<file path="src/pkg/dom_pkg.sv">
// Behaviour
// each output has function code; defaults 01,00,05
// eleven codes, twelve on variant models
// three monitors select seven quantities, default 00; voltage and current monitors give code 03 as invalid zero
// polarity 00 normally open, 01 inverts
// logic outputs reset to normally open
// relay polarity resets to normally closed
// code 00 asserts while running
// code 01 asserts at set frequency
// code 02 sets on accel threshold, clears decel
// code 06 asserts only at thresholds
// code 03 asserts above overload threshold
// code 04 asserts above pid deviation threshold
// code 05 asserts on alarm until reset
// alarm output low when no trip since reset
// codes 08, 09 assert on low supply
// code 11 asserts above run-time limit
// code 12 asserts above powered-time limit
// deviation threshold 0.0-100.0 percent, default 3.0
// arrival thresholds default 0.00 hertz
// undefined codes hold output inactive
// level recomputed every cycle through polarity
package dom_pkg;
   localparam int dom_aw = 4;
   localparam int dom_dw = 16;
   localparam int dom_freq_w = 16;
   // register indices
   localparam logic [3:0] dom_reg_out_a_fn = 4'h0;
   localparam logic [3:0] dom_reg_out_b_fn = 4'h1;
   localparam logic [3:0] dom_reg_relay_fn = 4'h2;
   localparam logic [3:0] dom_reg_pulse_sel = 4'h3;
   localparam logic [3:0] dom_reg_volt_sel = 4'h4;
   localparam logic [3:0] dom_reg_curr_sel = 4'h5;
   localparam logic [3:0] dom_reg_out_a_pol = 4'h6;
   localparam logic [3:0] dom_reg_out_b_pol = 4'h7;
   localparam logic [3:0] dom_reg_relay_pol = 4'h8;
   localparam logic [3:0] dom_reg_accel_thr = 4'h9;
   localparam logic [3:0] dom_reg_decel_thr = 4'ha;
   localparam logic [3:0] dom_reg_dev_thr = 4'hb;
   localparam logic [3:0] dom_reg_status = 4'hc;
   // reset values
   localparam logic [7:0] dom_rst_out_a_fn = 8'h01;
   localparam logic [7:0] dom_rst_out_b_fn = 8'h00;
   localparam logic [7:0] dom_rst_relay_fn = 8'h05;
   localparam logic [7:0] dom_rst_mon_sel = 8'h00;
   localparam logic [7:0] dom_pol_open = 8'h00;
   localparam logic [7:0] dom_pol_closed = 8'h01;
   localparam logic [15:0] dom_rst_arrival = 16'h0000;
   // deviation threshold in tenths of a percent
   localparam logic [15:0] dom_rst_dev_thr = 16'h001e;
   localparam logic [15:0] dom_dev_thr_max = 16'h03e8;
   // function codes
   localparam logic [7:0] dom_fn_run = 8'h00;
   localparam logic [7:0] dom_fn_arrival_constant_speed = 8'h01;
   localparam logic [7:0] dom_fn_arrival_over_frequency = 8'h02;
   localparam logic [7:0] dom_fn_overload_warning = 8'h03;
   localparam logic [7:0] dom_fn_pid_deviation = 8'h04;
   localparam logic [7:0] dom_fn_alarm = 8'h05;
   localparam logic [7:0] dom_fn_arrival_at_threshold = 8'h06;
   localparam logic [7:0] dom_fn_power_loss = 8'h08;
   localparam logic [7:0] dom_fn_undervoltage = 8'h09;
   localparam logic [7:0] dom_fn_run_time_over = 8'h0b;
   localparam logic [7:0] dom_fn_powered_time_over = 8'h0c;
   localparam logic [7:0] dom_fn_thermal = 8'h0d;
   // analog monitor codes
   localparam logic [7:0] dom_mon_freq = 8'h00;
   localparam logic [7:0] dom_mon_current = 8'h01;
   localparam logic [7:0] dom_mon_digital_freq = 8'h03;
   localparam logic [7:0] dom_mon_voltage = 8'h04;
   localparam logic [7:0] dom_mon_power = 8'h05;
   localparam logic [7:0] dom_mon_thermal = 8'h06;
   localparam logic [7:0] dom_mon_ramp_freq = 8'h07;
   // drive status conditions
   typedef struct packed {
      logic running;
      logic accelerating;
      logic decelerating;
      logic overload_warning;
      logic alarm_event;
      logic alarm_reset;
      logic power_loss_flag;
      logic undervoltage_flag;
      logic run_time_over;
      logic powered_time_over;
      logic thermal_over;
   } dom_status_t;
   typedef struct packed {
      logic [15:0] out_freq;
      logic [15:0] set_frequency;
      logic [15:0] pid_error;
      logic [15:0] out_current;
      logic [15:0] out_voltage;
      logic [15:0] in_power;
      logic [15:0] thermal_level;
      logic [15:0] ramp_freq;
   } dom_meas_t;
   typedef struct packed {
      logic [15:0] value;
      logic valid;
   } dom_mon_t;
endpackage

</file>
<file path="src/hdl/dom_out_sel.sv">
`timescale 1ns/100ps
module dom_out_sel (
   input wire logic [7:0] fn_code, // function code
   input wire logic [7:0] polarity, // polarity code
   input wire logic allow_thermal, // variant with twelfth code
   input wire logic [13:0] cond, // condition vector by code
   output logic level // terminal level
);
   import dom_pkg::*;
   logic state;
   always_comb begin
      state = 1'b0;
      case (fn_code)
         dom_fn_run, dom_fn_arrival_constant_speed, dom_fn_arrival_over_frequency,
         dom_fn_overload_warning, dom_fn_pid_deviation, dom_fn_alarm,
         dom_fn_arrival_at_threshold, dom_fn_power_loss, dom_fn_undervoltage,
         dom_fn_run_time_over, dom_fn_powered_time_over: state = cond[fn_code[3:0]];
         dom_fn_thermal: state = allow_thermal & cond[fn_code[3:0]];
         default: state = 1'b0;
      endcase
   end
   // closed sense inverts the state
   assign level = state ^ (polarity == dom_pol_closed);
endmodule // dom_out_sel

</file>
<file path="src/hdl/dom_mon_sel.sv">
`timescale 1ns/100ps
module dom_mon_sel (
   input wire logic [7:0] sel, // monitor select code
   input wire logic digital_ok, // output may carry digital frequency
   input wire dom_pkg::dom_meas_t meas, // measured quantities
   output dom_pkg::dom_mon_t mon // selected quantity
);
   import dom_pkg::*;
   always_comb begin
      mon = '0;
      mon.valid = 1'b1;
      case (sel)
         dom_mon_freq: mon.value = meas.out_freq;
         dom_mon_current: mon.value = meas.out_current;
         dom_mon_digital_freq: begin
            mon.value = digital_ok ? meas.out_freq : '0;
            mon.valid = digital_ok;
         end
         dom_mon_voltage: mon.value = meas.out_voltage;
         dom_mon_power: mon.value = meas.in_power;
         dom_mon_thermal: mon.value = meas.thermal_level;
         dom_mon_ramp_freq: mon.value = meas.ramp_freq;
         default: mon.valid = 1'b0;
      endcase
   end
endmodule // dom_mon_sel

</file>
<file path="src/hdl/dom_mux.sv">
// Design decisions made here: the placing of the registers and strobed register access.
`timescale 1ns/100ps
module dom_mux #(
   parameter bit thermal_variant = 1'b1 // twelfth code available
) (
   input wire logic clock, // 100 MHz control clock
   input wire logic sys_rst, // async reset, high
   input wire logic clk_en, // freezes state when low
   input wire logic [dom_pkg::dom_aw-1:0] reg_addr, // register index
   input wire logic [dom_pkg::dom_dw-1:0] reg_wdata, // write data
   input wire logic reg_wr, // write strobe
   input wire logic reg_rd, // read strobe
   output logic [dom_pkg::dom_dw-1:0] reg_rdata, // read data, next cycle
   input wire dom_pkg::dom_status_t status, // drive conditions, same clock
   input wire dom_pkg::dom_meas_t meas, // measured quantities
   input wire logic alarm_raw, // external trip pin, async
   output logic logic_out_a, // terminal a level
   output logic logic_out_b, // terminal b level
   output logic relay_out, // alarm relay level
   output dom_pkg::dom_mon_t pulse_monitor_out, // pulse monitor quantity
   output dom_pkg::dom_mon_t voltage_monitor_out, // voltage monitor quantity
   output dom_pkg::dom_mon_t current_monitor_out // current monitor quantity
);
   import dom_pkg::*;

   logic [7:0] logic_out_a_function;
   logic [7:0] logic_out_b_function;
   logic [7:0] relay_out_function;
   logic [7:0] pulse_monitor_select;
   logic [7:0] voltage_monitor_select;
   logic [7:0] current_monitor_select;
   logic [7:0] logic_out_a_polarity;
   logic [7:0] logic_out_b_polarity;
   logic [7:0] relay_out_polarity;
   logic [15:0] accel_arrival_threshold;
   logic [15:0] decel_arrival_threshold;
   logic [15:0] deviation_threshold;
   logic alarm_flag;
   logic over_freq_state;
   logic [2:0] alarm_sync;
   logic alarm_pin;
   logic [13:0] cond;
   logic next_level_a;
   logic next_level_b;
   logic next_level_r;
   dom_mon_t next_pulse;
   dom_mon_t next_volt;
   dom_mon_t next_curr;

   function automatic logic hit(input logic [3:0] idx);
      hit = reg_wr && (reg_addr == idx);
   endfunction

   // register writes
   always_ff @(posedge clock or posedge sys_rst) begin
      if (sys_rst) begin
         logic_out_a_function <= dom_rst_out_a_fn;
         logic_out_b_function <= dom_rst_out_b_fn;
         relay_out_function <= dom_rst_relay_fn;
         pulse_monitor_select <= dom_rst_mon_sel;
         voltage_monitor_select <= dom_rst_mon_sel;
         current_monitor_select <= dom_rst_mon_sel;
         logic_out_a_polarity <= dom_pol_open;
         logic_out_b_polarity <= dom_pol_open;
         relay_out_polarity <= dom_pol_closed;
         accel_arrival_threshold <= dom_rst_arrival;
         decel_arrival_threshold <= dom_rst_arrival;
         deviation_threshold <= dom_rst_dev_thr;
      end else if (clk_en) begin
         if (hit(dom_reg_out_a_fn)) logic_out_a_function <= reg_wdata[7:0];
         if (hit(dom_reg_out_b_fn)) logic_out_b_function <= reg_wdata[7:0];
         if (hit(dom_reg_relay_fn)) relay_out_function <= reg_wdata[7:0];
         if (hit(dom_reg_pulse_sel)) pulse_monitor_select <= reg_wdata[7:0];
         if (hit(dom_reg_volt_sel)) voltage_monitor_select <= reg_wdata[7:0];
         if (hit(dom_reg_curr_sel)) current_monitor_select <= reg_wdata[7:0];
         if (hit(dom_reg_out_a_pol)) logic_out_a_polarity <= reg_wdata[7:0];
         if (hit(dom_reg_out_b_pol)) logic_out_b_polarity <= reg_wdata[7:0];
         if (hit(dom_reg_relay_pol)) relay_out_polarity <= reg_wdata[7:0];
         if (hit(dom_reg_accel_thr)) accel_arrival_threshold <= reg_wdata;
         if (hit(dom_reg_decel_thr)) decel_arrival_threshold <= reg_wdata;
         // out-of-range writes clamp rather than wrap
         if (hit(dom_reg_dev_thr)) begin
            deviation_threshold <= (reg_wdata > dom_dev_thr_max) ?
               dom_dev_thr_max : reg_wdata;
         end
      end
   end

   // register reads; unmapped reads return zero
   always_ff @(posedge clock or posedge sys_rst) begin
      if (sys_rst) begin
         reg_rdata <= '0;
      end else if (clk_en) begin
         reg_rdata <= '0;
         if (reg_rd) begin
            case (reg_addr)
               dom_reg_out_a_fn: reg_rdata <= {8'h00, logic_out_a_function};
               dom_reg_out_b_fn: reg_rdata <= {8'h00, logic_out_b_function};
               dom_reg_relay_fn: reg_rdata <= {8'h00, relay_out_function};
               dom_reg_pulse_sel: reg_rdata <= {8'h00, pulse_monitor_select};
               dom_reg_volt_sel: reg_rdata <= {8'h00, voltage_monitor_select};
               dom_reg_curr_sel: reg_rdata <= {8'h00, current_monitor_select};
               dom_reg_out_a_pol: reg_rdata <= {8'h00, logic_out_a_polarity};
               dom_reg_out_b_pol: reg_rdata <= {8'h00, logic_out_b_polarity};
               dom_reg_relay_pol: reg_rdata <= {8'h00, relay_out_polarity};
               dom_reg_accel_thr: reg_rdata <= accel_arrival_threshold;
               dom_reg_decel_thr: reg_rdata <= decel_arrival_threshold;
               dom_reg_dev_thr: reg_rdata <= deviation_threshold;
               dom_reg_status: reg_rdata <= {9'h000, relay_out, logic_out_b,
                  logic_out_a, over_freq_state, alarm_flag, cond[0], cond[1]};
               default: reg_rdata <= '0;
            endcase
         end
      end
   end

   // trip pin crosses in; only second and third stage are compared
   always_ff @(posedge clock or posedge sys_rst) begin
      if (sys_rst) begin
         alarm_sync <= 3'h0;
         alarm_pin <= 1'b0;
      end else if (clk_en) begin
         alarm_sync <= {alarm_sync[1:0], alarm_raw};
         if (alarm_sync[2] == alarm_sync[1]) alarm_pin <= alarm_sync[2];
      end
   end

   // alarm latch: a new trip beats a simultaneous reset
   always_ff @(posedge clock or posedge sys_rst) begin
      if (sys_rst) begin
         alarm_flag <= 1'b0;
      end else if (clk_en) begin
         if (status.alarm_event || alarm_pin) alarm_flag <= 1'b1;
         else if (status.alarm_reset) alarm_flag <= 1'b0;
      end
   end

   // over-frequency hysteresis between accel and decel thresholds
   always_ff @(posedge clock or posedge sys_rst) begin
      if (sys_rst) begin
         over_freq_state <= 1'b0;
      end else if (clk_en) begin
         if (status.accelerating && meas.out_freq >= accel_arrival_threshold)
            over_freq_state <= 1'b1;
         else if (status.decelerating && meas.out_freq < decel_arrival_threshold)
            over_freq_state <= 1'b0;
      end
   end

   always_comb begin
      cond = '0;
      cond[dom_fn_run[3:0]] = status.running;
      cond[dom_fn_arrival_constant_speed[3:0]] =
         status.running && (meas.out_freq == meas.set_frequency);
      cond[dom_fn_arrival_over_frequency[3:0]] = over_freq_state;
      cond[dom_fn_overload_warning[3:0]] = status.overload_warning;
      cond[dom_fn_pid_deviation[3:0]] = meas.pid_error > deviation_threshold;
      cond[dom_fn_alarm[3:0]] = alarm_flag;
      cond[dom_fn_arrival_at_threshold[3:0]] =
         (status.accelerating && meas.out_freq == accel_arrival_threshold) ||
         (status.decelerating && meas.out_freq == decel_arrival_threshold);
      cond[dom_fn_power_loss[3:0]] = status.power_loss_flag;
      cond[dom_fn_undervoltage[3:0]] = status.undervoltage_flag;
      cond[dom_fn_run_time_over[3:0]] = status.run_time_over;
      cond[dom_fn_powered_time_over[3:0]] = status.powered_time_over;
      cond[dom_fn_thermal[3:0]] = status.thermal_over;
   end

   dom_out_sel u_sel_a (
      .fn_code(logic_out_a_function),
      .polarity(logic_out_a_polarity),
      .allow_thermal(thermal_variant),
      .cond(cond),
      .level(next_level_a)
   );
   dom_out_sel u_sel_b (
      .fn_code(logic_out_b_function),
      .polarity(logic_out_b_polarity),
      .allow_thermal(thermal_variant),
      .cond(cond),
      .level(next_level_b)
   );
   dom_out_sel u_sel_r (
      .fn_code(relay_out_function),
      .polarity(relay_out_polarity),
      .allow_thermal(thermal_variant),
      .cond(cond),
      .level(next_level_r)
   );

   dom_mon_sel u_mon_p (
      .sel(pulse_monitor_select),
      .digital_ok(1'b1),
      .meas(meas),
      .mon(next_pulse)
   );
   dom_mon_sel u_mon_v (
      .sel(voltage_monitor_select),
      .digital_ok(1'b0),
      .meas(meas),
      .mon(next_volt)
   );
   dom_mon_sel u_mon_c (
      .sel(current_monitor_select),
      .digital_ok(1'b0),
      .meas(meas),
      .mon(next_curr)
   );

   // terminal levels registered each control cycle
   always_ff @(posedge clock or posedge sys_rst) begin
      if (sys_rst) begin
         logic_out_a <= 1'b0;
         logic_out_b <= 1'b0;
         relay_out <= 1'b1; // closed sense, no alarm
      end else if (clk_en) begin
         logic_out_a <= next_level_a;
         logic_out_b <= next_level_b;
         relay_out <= next_level_r;
      end
   end

   always_ff @(posedge clock or posedge sys_rst) begin
      if (sys_rst) begin
         pulse_monitor_out <= '0;
         voltage_monitor_out <= '0;
         current_monitor_out <= '0;
      end else if (clk_en) begin
         pulse_monitor_out <= next_pulse;
         voltage_monitor_out <= next_volt;
         current_monitor_out <= next_curr;
      end
   end

   property p_run_out;
      @(posedge clock) disable iff (sys_rst)
      (clk_en && logic_out_b_function == dom_fn_run && logic_out_b_polarity == dom_pol_open)
      |=> (logic_out_b == $past(status.running));
   endproperty
   a_run_out: assert property (p_run_out) else $error("run output wrong");

   property p_alarm_hold;
      @(posedge clock) disable iff (sys_rst)
      (clk_en && alarm_flag && !status.alarm_reset) |=> alarm_flag;
   endproperty
   a_alarm_hold: assert property (p_alarm_hold) else $error("alarm dropped");

   property p_alarm_set;
      @(posedge clock) disable iff (sys_rst)
      (clk_en && status.alarm_event) |=> alarm_flag;
   endproperty
   a_alarm_set: assert property (p_alarm_set) else $error("alarm not latched");

   property p_alarm_clear;
      @(posedge clock) disable iff (sys_rst)
      (clk_en && status.alarm_reset && !status.alarm_event && !alarm_pin) |=> !alarm_flag;
   endproperty
   a_alarm_clear: assert property (p_alarm_clear) else $error("alarm not cleared");

   property p_relay_pol;
      @(posedge clock) disable iff (sys_rst)
      (clk_en && relay_out_function == dom_fn_alarm && relay_out_polarity == dom_pol_closed)
      |=> (relay_out == !$past(alarm_flag));
   endproperty
   a_relay_pol: assert property (p_relay_pol) else $error("relay sense wrong");

   property p_reserved;
      @(posedge clock) disable iff (sys_rst)
      (clk_en && (logic_out_a_function == 8'h07 || logic_out_a_function == 8'h0a)
         && logic_out_a_polarity == dom_pol_open) |=> !logic_out_a;
   endproperty
   a_reserved: assert property (p_reserved) else $error("reserved code active");

   property p_dev;
      @(posedge clock) disable iff (sys_rst)
      (clk_en && logic_out_a_function == dom_fn_pid_deviation
         && logic_out_a_polarity == dom_pol_open)
      |=> (logic_out_a == ($past(meas.pid_error) > $past(deviation_threshold)));
   endproperty
   a_dev: assert property (p_dev) else $error("deviation output wrong");

   property p_dev_max;
      @(posedge clock) disable iff (sys_rst)
      deviation_threshold <= dom_dev_thr_max;
   endproperty
   a_dev_max: assert property (p_dev_max) else $error("deviation over range");

   property p_overfreq;
      @(posedge clock) disable iff (sys_rst)
      (clk_en && status.accelerating && meas.out_freq >= accel_arrival_threshold)
      |=> over_freq_state;
   endproperty
   a_overfreq: assert property (p_overfreq) else $error("over-frequency missed");

   c_alarm: cover property (@(posedge clock) disable iff (sys_rst) $rose(alarm_flag));
   c_overfreq: cover property (@(posedge clock) disable iff (sys_rst) $fell(over_freq_state));
   c_relay: cover property (@(posedge clock) disable iff (sys_rst) $fell(relay_out));
endmodule // dom_mux

</file>
<file path="config.mk">
export PLATFORM = sky130hd
export DESIGN_NAME = dom_mux
export DESIGN_NICKNAME = d
export VERILOG_FILES = /design/src/pkg/dom_pkg.sv /design/src/hdl/dom_out_sel.sv /design/src/hdl/dom_mon_sel.sv /design/src/hdl/dom_mux.sv
export SDC_FILE = /design/constraint.sdc
export NUM_CORES = 1
export LEC_CHECK = 0
export BUFFER_PORTS_ARGS = -buffer_cell sky130_fd_sc_hd__buf_4
export CAP_MARGIN = 20
export CELL_PAD_IN_SITES_DETAIL_PLACEMENT = 1
export CELL_PAD_IN_SITES_GLOBAL_PLACEMENT = 1
export CORE_MARGIN = 4
export CORE_UTILIZATION = 43
export CTS_BUF_LIST = sky130_fd_sc_hd__clkbuf_8
export DETAILED_ROUTE_END_ITERATION = 8
export GPL_ROUTABILITY_DRIVEN = 0
export PLACE_DENSITY_LB_ADDON = 0.2
export SLEW_MARGIN = 20
export SYNTH_ARGS = -nofsm -noshare
export SYNTH_HDL_FRONTEND = slang
export SYNTH_SLANG_ARGS = --single-unit
</file>
<file path="constraint.sdc">
create_clock -name clock -period 7 [get_ports clock]
set_input_delay 0.35 -clock clock [delete_from_list [all_inputs] [get_ports clock]]
set_output_delay 0.35 -clock clock [all_outputs]
set_load 0.01 [all_outputs]
</file>
# After elaboration in Yosys (flattened, before gate mapping)
# Cells that the tools add are included.
# op_classes
bitwise,3
n_reduce_logical,50
order_cmp,7
n_mux,22
n_eq_ne,68
# op_table
operator,count
$pmux W16 S6,3
$pmux W16 S13,1
$eq A8 B3 Y1 const B,21
$eq A8 B4 Y1 const B,15
$eq A8 B1 Y1 const B,9
$eq A8 B2 Y1 const B,7
$eq A16 B16 Y1,3
$logic_not A8 Y1,6
$reduce_or A12 Y1,3
$mux W16,2
$reduce_and A2 Y1,15
$eq A4 B4 Y1 const B,5
$logic_and A1 B1 Y1,17
$eq A4 B3 Y1 const B,4
$ge A16 B16 Y1,1
$gt A16 B10 Y1 const B,1
$gt A16 B16 Y1,1
$lt A16 B16 Y1,1
$lt A4 B5 Y1 const B,3
$mux W1,13
$bmux W1 S4,3
$reduce_or A6 Y1,2
$eq A4 B2 Y1 const B,2
$reduce_or A7 Y1,1
7 further kinds,11
# totals
input_bits,165
wordCells,176
out_inout_bits,70
register_bits,196

# Logic depth before layout (Yosys ltp)
# Gate-level depths: netlist of run 1.
# logic_depth
ltp_word,7
depth_mapped,9
ltp_nobuf,9

# By module
# Synthesis of run 1 repeated with hierarchy kept, for this count alone.
# unflattened
hier_cells,1364
hier_area_um2,13329.0
# by_module_without_submodules
module,seq_area_each_um2,n_inst,cells_per_inst,area_per_inst_um2
dom_mux,4916.0,1,872,9838.2
dom_mon_sel,0.0,3,140,959.7
dom_out_sel,0.0,3,24,203.9

# Worst setup path after synthesis of run 1
# OpenSTA, ideal clock, no wires.
# synth_path
path_type,reg-to-reg
startpoint,register deviation_threshold[1]
endpoint,register relay_out
setup_slack_ps,4717
stages_incl_launch_ff,10
period_less_slack_ps,2283
setup_time_ps,77
t_required_ps,6923
arrival_time_ps,2206
n_path_buf,0
cell_sequence,dfstp_2 -> inv_1 -> ha_1 -> nor2b_1 -> o211ai_1 -> a2111o_1 -> a31oi_1 -> a221oi_1 -> or3_1 -> a31oi_1
# synth_via
elab_chain_cells,5
# synth_lines
element,line,rtl
start: declaration,dom_mux.sv:37,logic [15:0] deviation_threshold;
start signal: assignment,dom_mux.sv:68,deviation_threshold <= dom_rst_dev_thr;
start signal: assignment,dom_mux.sv:83,deviation_threshold <= (reg_wdata > dom_dev_thr_max) ?
$gt A16 B16 Y1,dom_mux.sv:157,cond[dom_fn_pid_deviation[3:0]] = meas.pid_error > deviation_threshold;
$bmux W1 S4,"dom_out_sel.sv:17, dom_out_sel.sv:18",
$mux W1 (implied by the code),"dom_out_sel.sv:17, dom_out_sel.sv:18",
$mux W1,--,
$xor A1 B1 Y1,dom_out_sel.sv:23,assign level = state ^ (polarity == dom_pol_closed);
end signal: assignment,dom_mux.sv:219,relay_out <= next_level_r;
end: declaration,dom_mux.sv:19,"output logic relay_out,"
# Every way passes these cells. The select of a mux whose other input is x is not followed.
# A chain may end at the register's enable or synchronous reset.

# Worst setup path after layout of run 1
# layout_path
startpoint,register current_monitor_select[7]
endpoint,register current_monitor_out[1] in the netlist's numbering
# layout_via
elab_chain_cells,2
word_cells_on_any_way,7
cone_classes,eq/ne (5); mux (1); reduce/logical (1)
# layout_lines
element,line,rtl
start: declaration,dom_mux.sv:31,logic [7:0] current_monitor_select;
start signal: assignment,dom_mux.sv:62,current_monitor_select <= dom_rst_mon_sel;
start signal: assignment,dom_mux.sv:75,if (hit(dom_reg_curr_sel)) current_monitor_select <= reg_wdata[7:0];
"$eq A8 B3 Y1, or another cell as far along",dom_mon_sel.sv:12,case (sel)
$pmux W16 S6 *,dom_mon_sel.sv:12,
end signal: assignment,dom_mux.sv:231,current_monitor_out <= next_curr;
end: declaration,dom_mux.sv:22,output dom_pkg::dom_mon_t current_monitor_out
# Mark *: on every way between the ends. The rest lies on a longest branch, timed or not.

==> metrics, run 1 <==
Post-CTS Setup Bufs 0; CTS tree done; Post-synth EDFFs 0; vias per cell 6.41; Die Footprint 31300 um2; hpwl dp 36000 um; grt met2 use 49.4%; Switching Share 38.4%; Setup CP Type flop to flop; final period utilization 42.1%; post-route ant nets 0; Final Hold Fails 0; vias in the first global route 12.0k; compound-cell area share of the yosys netlist 24.5%; Post-Route WL 49200 um; critical path capture point type flop; dominant synthesized flop cell dfrtp_1; fill count 3278; share of layout cells above drive strength 1 26.7%; leakage power 6.49 nW; DP Cell Count 1846; Post-Synth Simple-Gate Area 13.8%; I/O pins 235; worst hold path type input port to async pin; clk_lat worst skew 0.50 ns; min Tclk post-route 2.95 ns; largest net degree at the start of global routing 121; DIE HEIGHT 177 um; grt met3 use 5.49%; DRC viols 0; syn_nets 1525; adder-cell share of the synthesized area 4.90%; Max IR drop VDD 0.000129 V; power per cell area 242 nW/um2; RSZ-0062 raised after global routing no; Rows 61; sequential-to-total area share from yosys stat 40.1%; First-pass DRT Iterations 6; GR peak layer met2; number of setup violations in the final report 0; max-cap viol count 0; setup TNS 0 ns; Synth top area share 38.2%; startpoint types flop; H-tree Lvls 4; GRT Total Usage 30.9%; clk sink count 196; Mean Syn Cell Area 9.34 um2; Internal 2.18 mW; Synth Register Bits 196; Starting Density 43.9%; clk_skew 0.0216 ns; Core Region 27900 um2; clock tree root driver cell clkbuf_8; status finished, final reports clean; Slew HR 18.6%; cts bufs inserted 17; post-synthesis mux area share 8.76%; logic gate share of total power 33.6%; Worst-path clk slew 0.11 ns; largest family of logic cells by synthesized area compound AO/OA/AOI/OAI gates; xor-xnor portion of the synthesized cell area 1.14%; ant diodes 0; share of synthesized registers carrying an async set or reset 100%; Yosys top cell by area dfrtp_1; Overall Power 3.54 mW; nets@finish 1700; worst path arrival time 3.31 ns; Max Transition Viols Final 0; final cell count without fillers 1878; Max clock buf depth 2; Post-synth top cells 187 x dfrtp_1, 122 x inv_1, 118 x nand2_1, 101 x a22oi_1, 79 x o21ai_0; Port Buffer Count 234; clock share of power 22.1%; worst slew pin tran 1.22 ns; Via Count 12.0k; first-iteration detailed-routing DRC count 1458; Cells after Synth 1312; post-synth cell types 70; layout overhead on the synthesized area 19.7%; met1 Usage GRT 42.3%; Synth Warn # 0; Worst Path Max Fanout 17; Sequential Power Share 44.4%; Wirelength per Cell 26.2 um; initial antenna violation count 0; DIE WIDTH 177 um; global-route wire length before repair 74500 um; post_cts resized 0; largest cells by area after synthesis dfrtp_1 38%, mux2_2 6.3%, a22oi_1 6.2%, ha_1 4.9%, inv_1 3.7%; required time worst endpoint 7.36 ns; hold buffers post-CTS 0; GR Overflow Total 0; NetSw 1.36 mW; Cell Area, Synth 12300 um2; Max Fclk 339 MHz; top-count cell post-synth dfrtp_1
-- cells by family (layout without fill, tap and decap cells) --
kind of cell	count (synthesis)	in the layout
adders and majority gates	48	48
DFF	196	196
xor gates and xnor gates	16	16
AOI/OAI and AO/OA	416	416
muxes	94	94
buffers and inverters	214	402
and+or+nand+nor	328	328
-- layer usage --
metal | up-vias | part of all wire (%)
met5 | - | 0
met4 | 0 | 3.3
met3 | 103 | 8.8
met2 | 656 | 46
met1 | 6058 | 41
li1 | 5218 | -
-- power groups by stage --
stage / registers, mW / logic [mW] / clock network, mW
after floorplan: 1.49 / 0.735 / 0
after CTS: 1.56 / 1.19 / 0.788
after global placement: 1.58 / 1.13 / 0
final: 1.57 / 1.19 / 0.781
after detailed placement: 1.59 / 1.18 / 0
after global routing: 1.59 / 1.30 / 0.833
-- final cells by class --
| class | count | area (um2) | share of cell area (%) |
|---|---|---|---|
| Multi-Input combinational cell | 902 | 6550 | 44.6 |
| Sequential cell | 196 | 4920 | 33.5 |
| Timing Repair Buffer | 248 | 1870 | 12.7 |
| Tap cell | 378 | 473 | 3.22 |
| Inverter | 122 | 465 | 3.17 |
| Clock buffer | 19 | 262 | 1.78 |
| Clock inverter | 13 | 136 | 0.930 |
-- sequential cells by signal, indices dropped and copies added (netlist names), 3 cells and up --
name / flops
voltage_monitor_select: 8
accel_arrival_threshold: 16
voltage_monitor_out: 17
current_monitor_select: 8
deviation_threshold: 16
relay_out_polarity: 8
relay_out_function: 8
logic_out_b_function: 8
reg_rdata: 16
alarm_sync: 3
decel_arrival_threshold: 16
logic_out_a_function: 8
logic_out_b_polarity: 8
pulse_monitor_select: 8
current_monitor_out: 17
logic_out_a_polarity: 8
pulse_monitor_out: 17
-- worst max-delay path, cell delays in order, from the launching register on --
cell and delay (ns):
dfrtp_1 0.42, nor3_1 0.39, and2_1 0.58, nand3_1 0.86, o32ai_1 0.56
-- placed cells by master (no fill, tap or decap), types with 18 or more instances in the layout --
master    netlist  layout
clkbuf_8        0      19
nand2_1       118     118
buf_4           3     247
o22ai_1        42      42
o21ai_0        79      79
dfrtp_1       187     186
and3_1         22      22
o32ai_1        18      18
a221oi_1       34      34
inv_1         122     121
a21oi_1        46      46
ha_1           48      48
nor2_1         63      63
nor3_1         20      19
a22oi_1       101     101
mux2_2         69      69
-- final timing paths --
check | slack [ns] | start | end | cells after the start
max reg2reg | 4.05 | current_monitor_select[7] | current_monitor_out[1] | 4
min in group clock | 0.08 | alarm_raw | alarm_sync[0] | 2
max | 4.05 | current_monitor_select[7] | current_monitor_out[1] | 4
max in group asynchronous | 5.67 | sys_rst | current_monitor_select[0] | 3
min reg2reg | 0.50 | alarm_flag | alarm_flag | 2
min | 0.02 | sys_rst | deviation_threshold[14] | 2
-- through the flow --
stage | area, um2 | utilization, % | hold WS (ns) | setup slack, ns
floorplan | 12300 | - | 0.444 | 1.32
global placement | 14200 | 51.0 | 0.465 | 4.18
detailed placement | 14300 | 51.0 | 0.473 | 4.08
CTS | 14700 | 52.5 | 0.0518 | 4.09
global route | 14700 | 52.5 | 0.0567 | 3.93
finish | 14700 | 52.5 | 0.0169 | 4.05
Note: power is estimated with default switching activity, not from simulation.
==> inputs of run 2 (changes only) <==
--- a/config.mk
+++ b/config.mk
@@ -10,7 +10,7 @@
 export CELL_PAD_IN_SITES_DETAIL_PLACEMENT = 1
 export CELL_PAD_IN_SITES_GLOBAL_PLACEMENT = 1
 export CORE_MARGIN = 4
-export CORE_UTILIZATION = 43
+export CORE_UTILIZATION = 40
 export CTS_BUF_LIST = sky130_fd_sc_hd__clkbuf_8
 export DETAILED_ROUTE_END_ITERATION = 8
 export GPL_ROUTABILITY_DRIVEN = 0
==> constraint.sdc (replaced) <==
create_clock -name clock -period 2.7 [get_ports clock]
set_input_delay 0.135 -clock clock [delete_from_list [all_inputs] [get_ports clock]]
set_output_delay 0.135 -clock clock [all_outputs]
set_load 0.01 [all_outputs]
==> metrics, run 2 (synthesis gave the netlist of run 1 again) <==
status finished, final reports clean (unchanged); CTS tree done (unchanged); clk_lat worst skew 0.49 ns (was 0.50 ns); fill count 3457 (was 3278); Max Transition Viols Final 0 (unchanged); number of setup violations in the final report 0 (unchanged); Worst Path Max Fanout 3 (was 17); slowest CP cell dfstp_2 (was nand3_1); Final Hold Fails 0 (unchanged); Overall Power 9.44 mW (was 3.54 mW); Port Buffer Count 234 (unchanged); worst path arrival time 2.94 ns (was 3.31 ns); Starting Density 40.9% (was 43.9%); vias per cell 6.26 (was 6.41); crit-path cells inv_1 -> ha_1 -> nor2b_1 -> o211ai_1 -> a2111o_1 -> a31oi_2 -> a221oi_1 -> or3_1 -> a31oi_1 (was nor3_1 -> and2_1 -> nand3_1 -> o32ai_1); Slew HR 46.6% (was 18.6%); post-route ant nets 0 (unchanged); clk_skew 0.0233 ns (was 0.0216 ns); hold path depth 5; worst reg2reg path depth 9 (was 4); commonest cells after routing, fill and taps aside 278 x buf_4, 187 x dfrtp_1, 121 x inv_1 (was 247 x buf_4, 186 x dfrtp_1, 121 x inv_1); uppermost routed layer met4 (unchanged); leakage power 6.94 nW (was 6.49 nW); RSZ-0062 raised after global routing no (unchanged); DIE HEIGHT 183 um (was 177 um); nets@finish 1796 (was 1700); DP Area 14600 um2 (was 14300 um2); Max IR drop VDD 0.000322 V (was 0.000129 V); Max clock buf depth 2 (unchanged); H-tree Lvls 4 (unchanged); WL met3 4350 um (was 4320 um); Rows 63 (was 61); layout overhead on the synthesized area 27.5% (was 19.7%); fin util 52.1% (was 52.5%); Die Footprint 33500 um2 (was 31300 um2); worst hold path type input port to flop (was input port to async pin); vias in the first global route 13.1k (was 12.0k); GR Overflow Total 0 (unchanged); biggest regs current_monitor_out x17, pulse_monitor_out x17, voltage_monitor_out x17 (unchanged); required time worst endpoint 3.10 ns (was 7.36 ns); Setup CP Type flop to flop (unchanged); worst hold slack 0.0274 ns (was 0.0169 ns); min Tclk post-route 2.55 ns (was 2.95 ns); first-iteration detailed-routing DRC count 1267 (was 1458); max-cap viol count 0 (unchanged); Via Count 12.4k (was 12.0k); setup TNS 0 ns (unchanged); power per cell area 604 nW/um2 (was 242 nW/um2); DIE WIDTH 183 um (was 177 um); Core Region 30000 um2 (was 27900 um2); hpwl dp 37000 um (was 36000 um); I/O pins 235 (unchanged); worst slew pin tran 0.797 ns (was 1.22 ns); Post-Route WL 51900 um (was 49200 um); DRC viols 0 (unchanged); Max Fclk 393 MHz (was 339 MHz); final period utilization 94.3% (was 42.1%); largest net degree at the start of global routing 59 (was 121); metal2 WL 24600 um (was 22900 um); Post-CTS Setup Bufs 0 (unchanged); First-pass DRT Iterations 6 (unchanged); Worst-path clk slew 0.13 ns (was 0.11 ns); startpoint types flop (unchanged); initial antenna violation count 0 (unchanged); critical path capture point type flop (unchanged); GRT Total Usage 30.1% (was 30.9%); share of layout cells above drive strength 1 27.4% (was 26.7%); global-route wire length before repair 78500 um (was 74500 um); CP peak stage delay 0.55 ns (was 0.86 ns); design area 15600 um2 (was 14700 um2); clock tree root driver cell clkbuf_8 (unchanged); met1 wire length 21500 um (was 20400 um); cts bufs inserted 17 (unchanged); commonest non-fill, non-tap cell in the layout buf_4 (unchanged); ant diodes 0 (unchanged); Wirelength per Cell 26.1 um (was 26.2 um); clk sink count 196 (unchanged)
## run 2: layout make-up
class	instances	area (um2)	area share, %
Multi-Input combinational cell	902	6540	41.9
Tap cell	390	488	3.12
Clock buffer	18	248	1.59
Inverter	122	462	2.96
Sequential cell	196	4920	31.5
Timing Repair Buffer	344	2800	17.9
Clock inverter	14	165	1.06
## run 2: worst max-delay path: cells and delay by family, from the launching register on
family,cells,cell delay (ns)
adder cells (fa/ha/maj),1,0.28
buffers and inverters,1,0.05
flip-flops,1,0.55
AND/OR/NAND/NOR,2,0.49
AO/OA/AOI/OAI,5,1.09
## run 2: final timing paths
path	slack (ns)	start	to
min in group asynchronous	0.18	sys_rst	deviation_threshold[11]
worst max register to register	0.15	deviation_threshold[1]	logic_out_b
max in group asynchronous	1.81	sys_rst	relay_out_polarity[0]
worst min register to register	0.53	alarm_sync[1]	alarm_pin
worst max-delay path	0.15	deviation_threshold[1]	logic_out_b
worst min-delay path	0.03	meas[35]	voltage_monitor_out[4]
## run 2: timing repair
| item | 4_1_cts | 5_1_grt |
|---|---|---|
| hold buffers | 61 | 0 |
| resized for setup | 0 | 3 |
| hold endpoints to repair | 120 | 0 |
| endpoints found under the setup margin | 0 | 5 |
## run 2: power by group
group          internal [mW]  switching (mW)  total, mW
sequential              3.47           0.578       4.05
clock                  0.878            1.21       2.09
combinational           1.50            1.80       3.31
total                   5.85            3.59       9.44
## run 2: through the flow
stage               worst slack [ns]  instances
CTS                           0.0677       1986
global route                  0.0172       1986
detailed placement            0.0952       1893
global placement               0.193       1893
floorplan                     0.0400       1312
finish                         0.153       1986
## run 2: layer usage
layer / track usage, % / up-vias
met5: 0 / -
met4: 8.61 / 0
met3: 5.73 / 97
met2: 50.7 / 623
met1: 39.8 / 6309
li1: - / 5404
